<file path="src/core/ioexp_pkg.sv">
// Package of constants for the 8-bit serial I/O expander
package ioexp_pkg;
    // ------------------------------------------------------------
    // Register selection and defaults
    // ------------------------------------------------------------
    localparam int IOEXP_WIDTH = 8;
    localparam logic [1:0] IOEXP_REG_INPUT = 2'h0;
    localparam logic [1:0] IOEXP_REG_OUTPUT = 2'h1;
    localparam logic [1:0] IOEXP_REG_POLARITY = 2'h2;
    localparam logic [1:0] IOEXP_REG_CONFIG = 2'h3;
    localparam logic [7:0] IOEXP_OUTPUT_RST = 8'hff;
    localparam logic [7:0] IOEXP_POLARITY_RST = 8'h00;
    localparam logic [7:0] IOEXP_CONFIG_RST = 8'hff;
    localparam logic [1:0] IOEXP_CMD_RST = 2'h0;
    // ------------------------------------------------------------
    // Slave address: fixed upper five bits, two select pins below
    // ------------------------------------------------------------
    localparam logic [4:0] IOEXP_ADDR_BASE = 5'h1c;
    // ------------------------------------------------------------
    // Timing
    // ------------------------------------------------------------
    localparam int IOEXP_CLK_MHZ = 25;
    localparam int IOEXP_SPIKE_NS = 50;
    localparam int IOEXP_SPIKE_CYC = (IOEXP_SPIKE_NS * IOEXP_CLK_MHZ + 999) / 1000;
    localparam int IOEXP_RESET_PULSE_NS = 4;
    localparam int IOEXP_RESET_PULSE_CYC = 1;
    // ------------------------------------------------------------
    // Serial engine states
    // ------------------------------------------------------------
    typedef enum logic [2:0] {
        IOEXP_IDLE = 3'b000,
        IOEXP_ADDR = 3'b001,
        IOEXP_ACK = 3'b011,
        IOEXP_RX = 3'b010,
        IOEXP_TX = 3'b110,
        IOEXP_MACK = 3'b111
    } ioexp_state_t;
endpackage

</file>
<file path="src/core/ioexp_line_if.sv">
// Interface carrying the filtered serial lines and their events
`timescale 1ns/1ps
interface ioexp_line_if;
    logic scl;
    logic sda;
    logic scl_rise;
    logic scl_fall;
    logic start_det;
    logic stop_det;
    modport src (output scl, sda, scl_rise, scl_fall, start_det, stop_det);
    modport dst (input scl, sda, scl_rise, scl_fall, start_det, stop_det);
endinterface

</file>
<file path="src/core/ioexp_filter.sv">
// Synchroniser, spike filter and edge and condition detector
`timescale 1ns/1ps
module ioexp_filter import ioexp_pkg::*; #(
    parameter int SPIKE_CYC = IOEXP_SPIKE_CYC
) (
    // Clock and reset
    input wire logic clk,
    input wire logic rst,
    // Raw lines
    input wire logic scl_in,
    input wire logic sda_in,
    // Filtered lines
    ioexp_line_if.src line
);
    logic [1:0] scl_sync;
    logic [1:0] sda_sync;
    logic [3:0] scl_cnt;
    logic [3:0] sda_cnt;
    logic scl_q;
    logic sda_q;

    // ------------------------------------------------------------
    // Two-stage synchronisers
    // ------------------------------------------------------------
    always_ff @(posedge clk) begin
        if (rst) begin
            scl_sync <= 2'h3;
            sda_sync <= 2'h3;
        end else begin
            scl_sync <= {scl_sync[0], scl_in};
            sda_sync <= {sda_sync[0], sda_in};
        end
    end

    // ------------------------------------------------------------
    // Spike filter: a level must hold before it is accepted
    // ------------------------------------------------------------
    always_ff @(posedge clk) begin
        if (rst) begin
            line.scl <= 1'b1;
            scl_cnt <= 4'h0;
        end else if (scl_sync[1] == line.scl) begin
            scl_cnt <= 4'h0;
        end else if (scl_cnt >= 4'(SPIKE_CYC)) begin
            line.scl <= scl_sync[1];
            scl_cnt <= 4'h0;
        end else begin
            scl_cnt <= scl_cnt + 4'h1;
        end
    end

    always_ff @(posedge clk) begin
        if (rst) begin
            line.sda <= 1'b1;
            sda_cnt <= 4'h0;
        end else if (sda_sync[1] == line.sda) begin
            sda_cnt <= 4'h0;
        end else if (sda_cnt >= 4'(SPIKE_CYC)) begin
            line.sda <= sda_sync[1];
            sda_cnt <= 4'h0;
        end else begin
            sda_cnt <= sda_cnt + 4'h1;
        end
    end

    // ------------------------------------------------------------
    // Edges and bus conditions
    // ------------------------------------------------------------
    always_ff @(posedge clk) begin
        if (rst) begin
            scl_q <= 1'b1;
            sda_q <= 1'b1;
        end else begin
            scl_q <= line.scl;
            sda_q <= line.sda;
        end
    end

    assign line.scl_rise = line.scl && !scl_q;
    assign line.scl_fall = !line.scl && scl_q;
    assign line.start_det = scl_q && line.scl && sda_q && !line.sda;
    assign line.stop_det = scl_q && line.scl && !sda_q && line.sda;

    spike_reject_a: assert property (@(posedge clk) disable iff (rst)
        line.scl != scl_q |-> $past(scl_sync[1]) == line.scl
            && $past(scl_sync[1], 2) == line.scl && $past(scl_sync[1], 3) == line.scl)
        else $error("short clock pulse passed the filter");
endmodule

</file>
<file path="src/core/ioexp_core.sv">
// Serial-bus 8-bit I/O expander: slave engine, registers, port and alert
`timescale 1ns/1ps
module ioexp_core import ioexp_pkg::*; #(
    parameter int WIDTH = IOEXP_WIDTH,
    parameter int SPIKE_CYC = IOEXP_SPIKE_CYC
) (
    // Clock and reset
    input wire logic clk,
    input wire logic rst,
    // Serial bus pins
    input wire logic scl_in,
    input wire logic sda_in,
    output logic sda_out,
    output logic sda_oe_n,
    // Address select pins
    input wire logic addr_select_lo,
    input wire logic addr_select_hi,
    // Port pins
    input wire logic [WIDTH-1:0] port_pins_in,
    output logic [WIDTH-1:0] port_pins_out,
    output logic [WIDTH-1:0] port_pins_oe_n,
    output logic [WIDTH-1:0] high_side_driver,
    output logic [WIDTH-1:0] low_side_driver,
    // Alert line
    output logic alert_out,
    output logic alert_oe_n
);
    ioexp_line_if line ();
    ioexp_state_t state;
    logic [WIDTH-1:0] pin_sync1;
    logic [WIDTH-1:0] pin_sync2;
    logic [WIDTH-1:0] out_reg;
    logic [WIDTH-1:0] pol_reg;
    logic [WIDTH-1:0] cfg_reg;
    logic [WIDTH-1:0] captured;
    logic [1:0] cmd;
    logic cmd_done;
    logic read_mode;
    logic [7:0] shreg;
    logic [3:0] bitcnt;
    logic sda_low;
    logic ack_ok;
    logic [1:0] sel_sync1;
    logic [1:0] sel_sync2;
    logic [WIDTH-1:0] input_view;
    logic [WIDTH-1:0] read_data;
    logic addr_match;
    logic input_read_ack;
    logic [WIDTH-1:0] differ;

    ioexp_filter #(
        .SPIKE_CYC(SPIKE_CYC)
    ) u_filter (
        .clk(clk),
        .rst(rst),
        .scl_in(scl_in),
        .sda_in(sda_in),
        .line(line)
    );

    // ------------------------------------------------------------
    // Pin synchronisers
    // ------------------------------------------------------------
    always_ff @(posedge clk) begin
        if (rst) begin
            pin_sync1 <= '0;
            pin_sync2 <= '0;
            sel_sync1 <= 2'h0;
            sel_sync2 <= 2'h0;
        end else begin
            pin_sync1 <= port_pins_in;
            pin_sync2 <= pin_sync1;
            sel_sync1 <= {addr_select_hi, addr_select_lo};
            sel_sync2 <= sel_sync1;
        end
    end

    // Real pin level with polarity applied, whatever the direction
    assign input_view = pin_sync2 ^ pol_reg;
    assign addr_match = shreg[7:1] == {IOEXP_ADDR_BASE, sel_sync2};

    always_comb begin
        unique case (cmd)
            IOEXP_REG_INPUT: read_data = input_view;
            IOEXP_REG_OUTPUT: read_data = out_reg;
            IOEXP_REG_POLARITY: read_data = pol_reg;
            IOEXP_REG_CONFIG: read_data = cfg_reg;
        endcase
    end

    // ------------------------------------------------------------
    // Serial slave engine
    // ------------------------------------------------------------
    always_ff @(posedge clk) begin
        if (rst) begin
            state <= IOEXP_IDLE;
            shreg <= 8'h00;
            bitcnt <= 4'h0;
            read_mode <= 1'b0;
            ack_ok <= 1'b0;
            sda_low <= 1'b0;
            cmd_done <= 1'b0;
        end else if (line.start_det) begin
            state <= IOEXP_ADDR;
            bitcnt <= 4'h0;
            sda_low <= 1'b0;
        end else if (line.stop_det) begin
            state <= IOEXP_IDLE;
            sda_low <= 1'b0;
        end else begin
            unique case (state)
                IOEXP_IDLE: begin
                    sda_low <= 1'b0;
                end
                IOEXP_ADDR, IOEXP_RX: begin
                    if (line.scl_rise) begin
                        shreg <= {shreg[6:0], line.sda};
                        bitcnt <= bitcnt + 4'h1;
                    end else if (line.scl_fall && bitcnt == 4'h8) begin
                        bitcnt <= 4'h0;
                        if (state == IOEXP_ADDR) begin
                            ack_ok <= addr_match;
                            read_mode <= shreg[0];
                            sda_low <= addr_match;
                            state <= addr_match ? IOEXP_ACK : IOEXP_IDLE;
                        end else begin
                            ack_ok <= 1'b1;
                            sda_low <= 1'b1;
                            state <= IOEXP_ACK;
                        end
                    end
                end
                IOEXP_ACK: begin
                    if (line.scl_fall) begin
                        if (read_mode) begin
                            shreg <= read_data;
                            sda_low <= !read_data[7];
                            bitcnt <= 4'h1;
                            state <= IOEXP_TX;
                        end else begin
                            sda_low <= 1'b0;
                            state <= IOEXP_RX;
                        end
                        if (!read_mode && ack_ok && bitcnt == 4'h0) begin
                            cmd_done <= cmd_done;
                        end
                    end
                end
                IOEXP_TX: begin
                    if (line.scl_fall) begin
                        if (bitcnt == 4'h8) begin
                            sda_low <= 1'b0;
                            state <= IOEXP_MACK;
                        end else begin
                            shreg <= {shreg[6:0], 1'b0};
                            sda_low <= !shreg[6];
                            bitcnt <= bitcnt + 4'h1;
                        end
                    end
                end
                IOEXP_MACK: begin
                    if (line.scl_rise) begin
                        ack_ok <= !line.sda;
                    end else if (line.scl_fall) begin
                        if (ack_ok) begin
                            shreg <= read_data;
                            sda_low <= !read_data[7];
                            bitcnt <= 4'h1;
                            state <= IOEXP_TX;
                        end else begin
                            sda_low <= 1'b0;
                            state <= IOEXP_IDLE;
                        end
                    end
                end
                default: state <= IOEXP_IDLE;
            endcase
            if (state == IOEXP_ADDR && line.scl_fall && bitcnt == 4'h8) begin
                cmd_done <= 1'b0;
            end else if (state == IOEXP_RX && line.scl_fall && bitcnt == 4'h8) begin
                cmd_done <= 1'b1;
            end
        end
    end

    // ------------------------------------------------------------
    // Command and register writes
    // ------------------------------------------------------------
    always_ff @(posedge clk) begin
        if (rst) begin
            cmd <= IOEXP_CMD_RST;
            out_reg <= IOEXP_OUTPUT_RST;
            pol_reg <= IOEXP_POLARITY_RST;
            cfg_reg <= IOEXP_CONFIG_RST;
        end else if (state == IOEXP_RX && line.scl_fall && bitcnt == 4'h8) begin
            if (!cmd_done) begin
                cmd <= shreg[1:0];
            end else begin
                unique case (cmd)
                    IOEXP_REG_INPUT: cmd <= cmd;
                    IOEXP_REG_OUTPUT: out_reg <= shreg;
                    IOEXP_REG_POLARITY: pol_reg <= shreg;
                    IOEXP_REG_CONFIG: cfg_reg <= shreg;
                endcase
            end
        end
    end

    // ------------------------------------------------------------
    // Alert: input capture and change detection
    // ------------------------------------------------------------
    // Capture at the master acknowledge clock rise of an input read
    assign input_read_ack = state == IOEXP_MACK && line.scl_rise && cmd == IOEXP_REG_INPUT;
    // Output pins are masked; a direction change may still flag a false alert
    assign differ = (pin_sync2 ^ captured) & cfg_reg;

    always_ff @(posedge clk) begin
        if (rst) begin
            captured <= '0;
        end else if (input_read_ack) begin
            captured <= pin_sync2;
        end
    end

    always_ff @(posedge clk) begin
        if (rst) begin
            alert_oe_n <= 1'b1;
        end else begin
            alert_oe_n <= !(|differ) || input_read_ack;
        end
    end

    // ------------------------------------------------------------
    // Outputs
    // ------------------------------------------------------------
    always_ff @(posedge clk) begin
        if (rst) begin
            sda_out <= 1'b0;
            sda_oe_n <= 1'b1;
            alert_out <= 1'b0;
            port_pins_out <= IOEXP_OUTPUT_RST;
            port_pins_oe_n <= '1;
            high_side_driver <= '0;
            low_side_driver <= '0;
        end else begin
            sda_out <= 1'b0;
            sda_oe_n <= !sda_low;
            alert_out <= 1'b0;
            port_pins_out <= out_reg;
            port_pins_oe_n <= cfg_reg;
            high_side_driver <= ~cfg_reg & out_reg;
            low_side_driver <= ~cfg_reg & ~out_reg;
        end
    end

    // ------------------------------------------------------------
    // Checks
    // ------------------------------------------------------------
    input_hiz_a: assert property (@(posedge clk) disable iff (rst)
        1'b1 |=> ((high_side_driver | low_side_driver) & $past(cfg_reg)) == '0)
        else $error("input pin has a driver on");
    out_drive_a: assert property (@(posedge clk) disable iff (rst)
        1'b1 |=> port_pins_out == $past(out_reg) && port_pins_oe_n == $past(cfg_reg))
        else $error("output pin does not follow register");
    alert_set_a: assert property (@(posedge clk) disable iff (rst)
        (|differ) && !input_read_ack |=> !alert_oe_n)
        else $error("alert missing on input change");
    alert_low_a: assert property (@(posedge clk) disable iff (rst) alert_out == 1'b0)
        else $error("alert driven high");
    alert_read_a: assert property (@(posedge clk) disable iff (rst)
        input_read_ack |=> alert_oe_n ##1 (captured == $past(pin_sync2, 2)))
        else $error("input read did not clear alert");
    reset_dflt_a: assert property (@(posedge clk)
        rst |=> cfg_reg == IOEXP_CONFIG_RST && out_reg == IOEXP_OUTPUT_RST
            && pol_reg == IOEXP_POLARITY_RST && state == IOEXP_IDLE)
        else $error("reset defaults not restored");
    stop_idle_a: assert property (@(posedge clk) disable iff (rst)
        line.stop_det |=> state == IOEXP_IDLE ##1 sda_oe_n)
        else $error("stop did not idle engine");
    addr_ack_a: assert property (@(posedge clk) disable iff (rst)
        state == IOEXP_ADDR && line.scl_fall && bitcnt == 4'h8 && !addr_match
        |=> state == IOEXP_IDLE ##1 sda_oe_n)
        else $error("foreign address acknowledged");
    nack_release_a: assert property (@(posedge clk) disable iff (rst)
        state == IOEXP_MACK && !ack_ok && line.scl_fall && !line.stop_det
        && !line.start_det |=> ##1 sda_oe_n)
        else $error("data line held after nack");
    read_cover: cover property (@(posedge clk) input_read_ack);
    write_cover: cover property (@(posedge clk) $changed(cfg_reg) && !rst);
    alert_cover: cover property (@(posedge clk) $fell(alert_oe_n));
endmodule

</file>
<file path="config.mk">
export PLATFORM = sky130hd
export DESIGN_NAME = ioexp_core
export DESIGN_NICKNAME = d
export VERILOG_FILES = /design/src/core/ioexp_pkg.sv /design/src/core/ioexp_line_if.sv /design/src/core/ioexp_filter.sv /design/src/core/ioexp_core.sv
export SDC_FILE = /design/constraint.sdc
export NUM_CORES = 1
export LEC_CHECK = 0
export BUFFER_PORTS_ARGS = -buffer_cell sky130_fd_sc_hd__buf_2
export CAP_MARGIN = 25
export CORE_MARGIN = 2
export CORE_UTILIZATION = 29
export CTS_CLUSTER_DIAMETER = 200
export DETAILED_ROUTE_END_ITERATION = 16
export PLACE_DENSITY_LB_ADDON = 0.15
export SYNTH_ARGS = -nofsm -noshare
export SYNTH_HDL_FRONTEND = slang
export SYNTH_SLANG_ARGS = --single-unit
</file>
<file path="constraint.sdc">
create_clock -name clk -period 2.4 [get_ports clk]
set_clock_uncertainty 0.1 [all_clocks]
set_input_delay 0.48 -clock clk [delete_from_list [all_inputs] [get_ports clk]]
set_output_delay 0.48 -clock clk [all_outputs]
set_load 0.02 [all_outputs]
</file>
# ---- Yosys cells after proc, flatten, opt, wreduce, memory -nomap -nowiden
# Index checks and enable logic that the tools add are counted.
dict set report op_classes {
  add_sub_neg 3
  order_cmp 2
  n_eq_ne 33
  mux 49
  bitwise_logic 14
  reduce_logical 49
}
# cell count
set ops {}
lappend ops {{$mux 8} 8}
lappend ops {{$pmux 8 s4} 2}
lappend ops {{$mux 4} 9}
lappend ops {{$ne 4x4->1 const B} 7}
lappend ops {{$mux 3} 9}
lappend ops {{$and 8x8->8} 3}
lappend ops {{$ne 2x2->1 const B} 12}
lappend ops {{$not 8->8} 2}
lappend ops {{$pmux 4 s4} 1}
lappend ops {{$reduce_and 8->1} 2}
lappend ops {{$xor 8x8->8} 2}
lappend ops {{$mux 1} 15}
lappend ops {{$pmux 3 s5} 1}
lappend ops {{$logic_and 1x1->1} 14}
lappend ops {{$add 4x1->4 const B} 3}
lappend ops {{$reduce_and 3->1} 4}
lappend ops {{$reduce_and 6->1} 2}
lappend ops {{$reduce_and 11->1} 1}
lappend ops {{$reduce_and 10->1} 1}
lappend ops {{$reduce_or 3->1} 3}
lappend ops {{$ge 4x2->1 const B} 2}
lappend ops {{$logic_not 1->1} 8}
lappend ops {{$reduce_or 8->1} 1}
lappend ops {{$eq 7x7->1} 1}
lappend ops {{other kinds (21)} 37}
dict set report word_totals {
  regBits 123
  inputBits 14
  output_inout_bits 36
  wordCells 181
}

# ---- Logic depth before layout (Yosys ltp)
dict set report depth {
  ltp_word 8
  depth_mapped 10
}

# ---- Modules after synthesis
# From an unflattened synthesis, not the netlist that was laid out.
dict set report hier_totals {
  hier_cells 520
  hier_area_um2 4976.0
}
# module n_inst cells_per_inst area_each_um2
set by_module_without_submodules {}
lappend by_module_without_submodules {ioexp_core 1 469 4396.7}
lappend by_module_without_submodules {ioexp_filter 1 51 579.3}

# ---- Least setup slack after synthesis
# OpenSTA, ideal clock, no wires.
dict set report synth_path {
  kind {register to register}
  start {register bitcnt[0]}
  end {register bitcnt[1]}
  setup_ns 0.064
  t_arrival_ns 1.789
  required_time_ns 2.236
  slack_ns 0.447
  stages_incl_launch_ff 9
  n_path_buf 1
  period_less_slack_ns 1.953
  path_cell_list {dfxtp_1 -> inv_1 -> ha_1 -> and3b_1 -> buf_6 -> a2111oi_4 -> nor4bb_4 -> mux2_1 -> nor2_1}
}
dict set report synth_between {
  elab_chain_cells 4
  elab_cells_between_ends 10
  cone_classes {1 x add/sub; 3 x eq/ne; 4 x mux; 2 x reduce/logical}
}
# item line_no
set synth_lines {}
lappend synth_lines {{from (decl)} ioexp_core.sv:40} ;# logic [3:0] bitcnt;
lappend synth_lines {{from (signal assigned)} ioexp_core.sv:118} ;# bitcnt <= bitcnt + 4'h1;
lappend synth_lines {{from (signal assigned)} ioexp_core.sv:157} ;# bitcnt <= bitcnt + 4'h1;
lappend synth_lines {{$add 4x1->4 / $eq 4x4->1 (equally long branches)} n/a}
lappend synth_lines {{$mux 4 / $logic_and 1x1->1 (equally long branches)} {ioexp_core.sv:151, ioexp_core.sv:119}}
lappend synth_lines {{$mux 4 / $ne 3x3->1 (equally long branches)} n/a}
lappend synth_lines {{$pmux 4 s4 / $reduce_and 10->1 (equally long branches)} n/a}
# Several ways; a longest one is shown, not always the timed one. The select of a mux whose other input is x is not followed.
# A chain may end at the register's enable or synchronous reset.

# ---- Worst setup path in the final report
# Ends and elaborated chain as after synthesis.

==> metrics.md <==
| Metric | Value |
|---|---|
| H-tree levels | `4` |
| Worst Hold Class | `input port to flip-flop` |
| Layout Utilization | `between 30% and 40%` |
| Clk_lat worst skew | `0.41 ns` |
| Gr usage total | `13.1%` |
| Setup crit start kind | `flip-flop` |
| Synth Instances | `roughly 510` |
| # IOs | `50` |
| Post-Place Cell Area | `5520 um^2` |
| Placer Congestion | `0.799` |
| Area growth from synthesis to layout | `22.3%` |
| Endpoints failing setup | `0` |
| Final Hold Viols | `0` |
| Cell area after layout | `about 6100 um^2` |
| Net count reported at finish | `581` |
| Num CTS Buffers | `17` |
| Area leader, netlist | `dfxtp_1` |
| CTS tree | `done` |
| Mapped Area | `5010 um^2` |
| Period minus WS final | `2.25 ns` |
| Port Buffers | `47` |
| First-pass GRT wire length | `18.3 mm` |
| Die X | `135 um` |
| Top FF cell, synth | `dfxtp_1` |
| Pwr dens | `779 nW/um^2` |
| Max cap viols | `0` |
| Initial core utilization | `29.4%` |
| Die Area | `~18000 um^2` |
| Vias in the first global route | `3476` |
| Final Max Slew Viols | `0` |
| Clock sinks | `123` |
| Clock-pin slew on the worst setup and hold paths | `0.06 ns` |
| Top cells by area, synth | `dfxtp_1 49%, nor2_1 4.7%, mux2i_1 4.4%` |
| YS warnings | `0` |
| Drt first pass iters | `4` |
| Iteration-0 DRC count of the detailed router | `about 190` |
| Vias after detailed routing | `3698` |
| Worst Tran Pin Value | `0.746 ns` |
| Worst hold start | `scl_in` |
| Grt ovf | `0` |
| Synth Register Bits | `about 120` |
| Ys async rst share | `0%` |
| Yosys top cell area share | `49.2%` |
| Tcrit/Tclk final | `93.7%` |
| Worst EP required | `2.65 ns` |
| Core area | `17100 um^2` |
| Arr. time, crit path | `about 2.5 ns` |
| RSZ-0062 raised after global routing | `false` |
| Max FO, Critical Path | `10` |
| Max Root-Sink Buffers | `2` |
| P_leak | `2.29 nW` |
| Filler Cell Count | `1750` |
| Drc violations | `0` |
| Max Clock Freq | `~440 MHz` |
| Cell with the most instances after synthesis | `dfxtp_1` |
| Crit path from | `bitcnt[0]` |
| Seq/Total Area, Yosys | `49.2%` |
| Area of the multi-input gates | `2310 um^2` |
| Max VDD drop | `between 0.6 and 0.7 mV` |
| CP Capture Type | `flip-flop` |
| Final wirelength | `approximately 11 mm` |
| Die Ht | `135 um` |
| TNS Setup | `0 ns` |
| Status | `finished, final reports clean` |
| Largest net degree at the start of global routing | `44` |
| Antenna violations before repair | `0` |
| Dpl hpwl | `7.88 mm` |
| Layout cells sized above 1 | `between 20% and 30%` |
| Max transition margin | `around half` |
| Drt wl/cell | `14.2 um` |
| Worst r2r src | `bitcnt[0]` |
| Number of cell rows | `48` |
| Post-synth EDFFs | `0` |
| Clock root buffer | `clkbuf_16` |
| Count of cell types in the netlist | `61` |
| Ant diodes | `0` |
| WS Path Type | `flip-flop to flip-flop` |
| Most instantiated cells after synthesis | `123 x dfxtp_1, 63 x nor2_1, 32 x nor2b_1` |
| Synth Area per Inst | `9.89 um^2` |
| Reg area | `2460 um^2` |
| DR vias/cell | `4.63` |
| Post-route ant nets | `0` |
## power by group
part	internal [W]	total, W	switching [W]
combinational	0.0000489	0.000112	0.0000630
clock	0.00162	0.00256	0.000942
sequential	0.00207	0.00209	0.0000207
## metrics by stage
step | hold WS, ns | cells | total power (W) | setup WS [ns]
floorplan | 0.278 | 509 | 0.00221 | 0.447
global placement | 0.295 | 767 | 0.00225 | 0.214
detailed placement | 0.297 | 767 | 0.00225 | 0.123
CTS | 0.128 | 799 | 0.00484 | 0.125
global route | 0.128 | 799 | 0.00496 | 0.0185
finish | 0.146 | 799 | 0.00477 | 0.152
## cell families (layout without fill, tap and decap cells)
logic type	count (synthesis)	count (layout)	synth area share, %
other	1	4	0.0749
flip-flops	123	123	49.2
multiplexers	30	30	7.77
AND/OR/NAND/NOR	194	194	21.3
buffers and inverters	50	115	4.95
XOR/XNOR	15	15	2.77
AO/OA/AOI/OAI	87	87	12.4
adder cells (fa/ha/maj)	6	6	1.50
## critical path, cell delays in order, from the launching register on
cell and delay (ns):
dfxtp_1 0.38, inv_1 0.08, ha_1 0.19, and3b_2 0.29, a31oi_2 0.26, nor4bb_4 0.39, mux2_1 0.38, nor2_1 0.11
## worst paths after layout
kind / end / slack [ns] / depth (start not counted)
worst max-delay path: bitcnt[1] / 0.15 / 7
worst min-delay path: u_filter.scl_sync[0] / 0.15 / 2
worst max register to register: bitcnt[1] / 0.15 / 7
worst min register to register: u_filter.sda_sync[1] / 0.31 / 1
## metal layers
metal	track usage, %	share of wire [%]	vias to the layer above
li1	-	-	1870
met1	17.8	50	1724
met2	19.2	43	84
met3	3.40	5.3	20
met4	6.25	2.1	0
met5	0	0	-
## final cells by class
| class | instances | share of cell area (%) |
|---|---|---|
| multi-input cells | 336 | 37.8 |
| flip-flops and latches | 123 | 40.2 |
| repair buffers | 67 | 6.50 |
| well taps | 225 | 4.60 |
| clock buffers | 21 | 7.69 |
| clock inverters | 11 | 2.19 |
| inverters | 16 | 0.981 |
## repair_timing
| action | in CTS | in global routing |
|---|---|---|
| hold buffers | 0 | 0 |
| buffers inserted | 0 | 0 |
| gates resized for setup | 0 | 1 |
| setup endpoints to repair | 0 | 1 |
## cell usage in the layout, fill, tap and decap left out, drive strengths merged, types with 2 or more instances in the layout
cell / n
a31oi: 5
nand3: 4
buf: 67
and3b: 2
dfxtp: 123
a221oi: 2
conb: 4
nand2b: 7
a311oi: 8
nor4bb: 2
ha: 6
xor2: 8
o21a: 2
clkbuf: 21
or2: 15
and2: 12
a2111oi: 2
mux4: 7
nand4: 4
o31ai: 4
nor2: 63
nor2b: 33
clkinv: 2
nand2: 20
nand3b: 4
mux2i: 22
a22oi: 7
xnor2: 7
and4: 3
clkinvlp: 4
bufinv: 2
a21oi: 24
a22o: 2
nor4: 5
o21ai: 13
inv: 19
nor3: 16
a211o: 9
(Power assumes the default switching activity.)
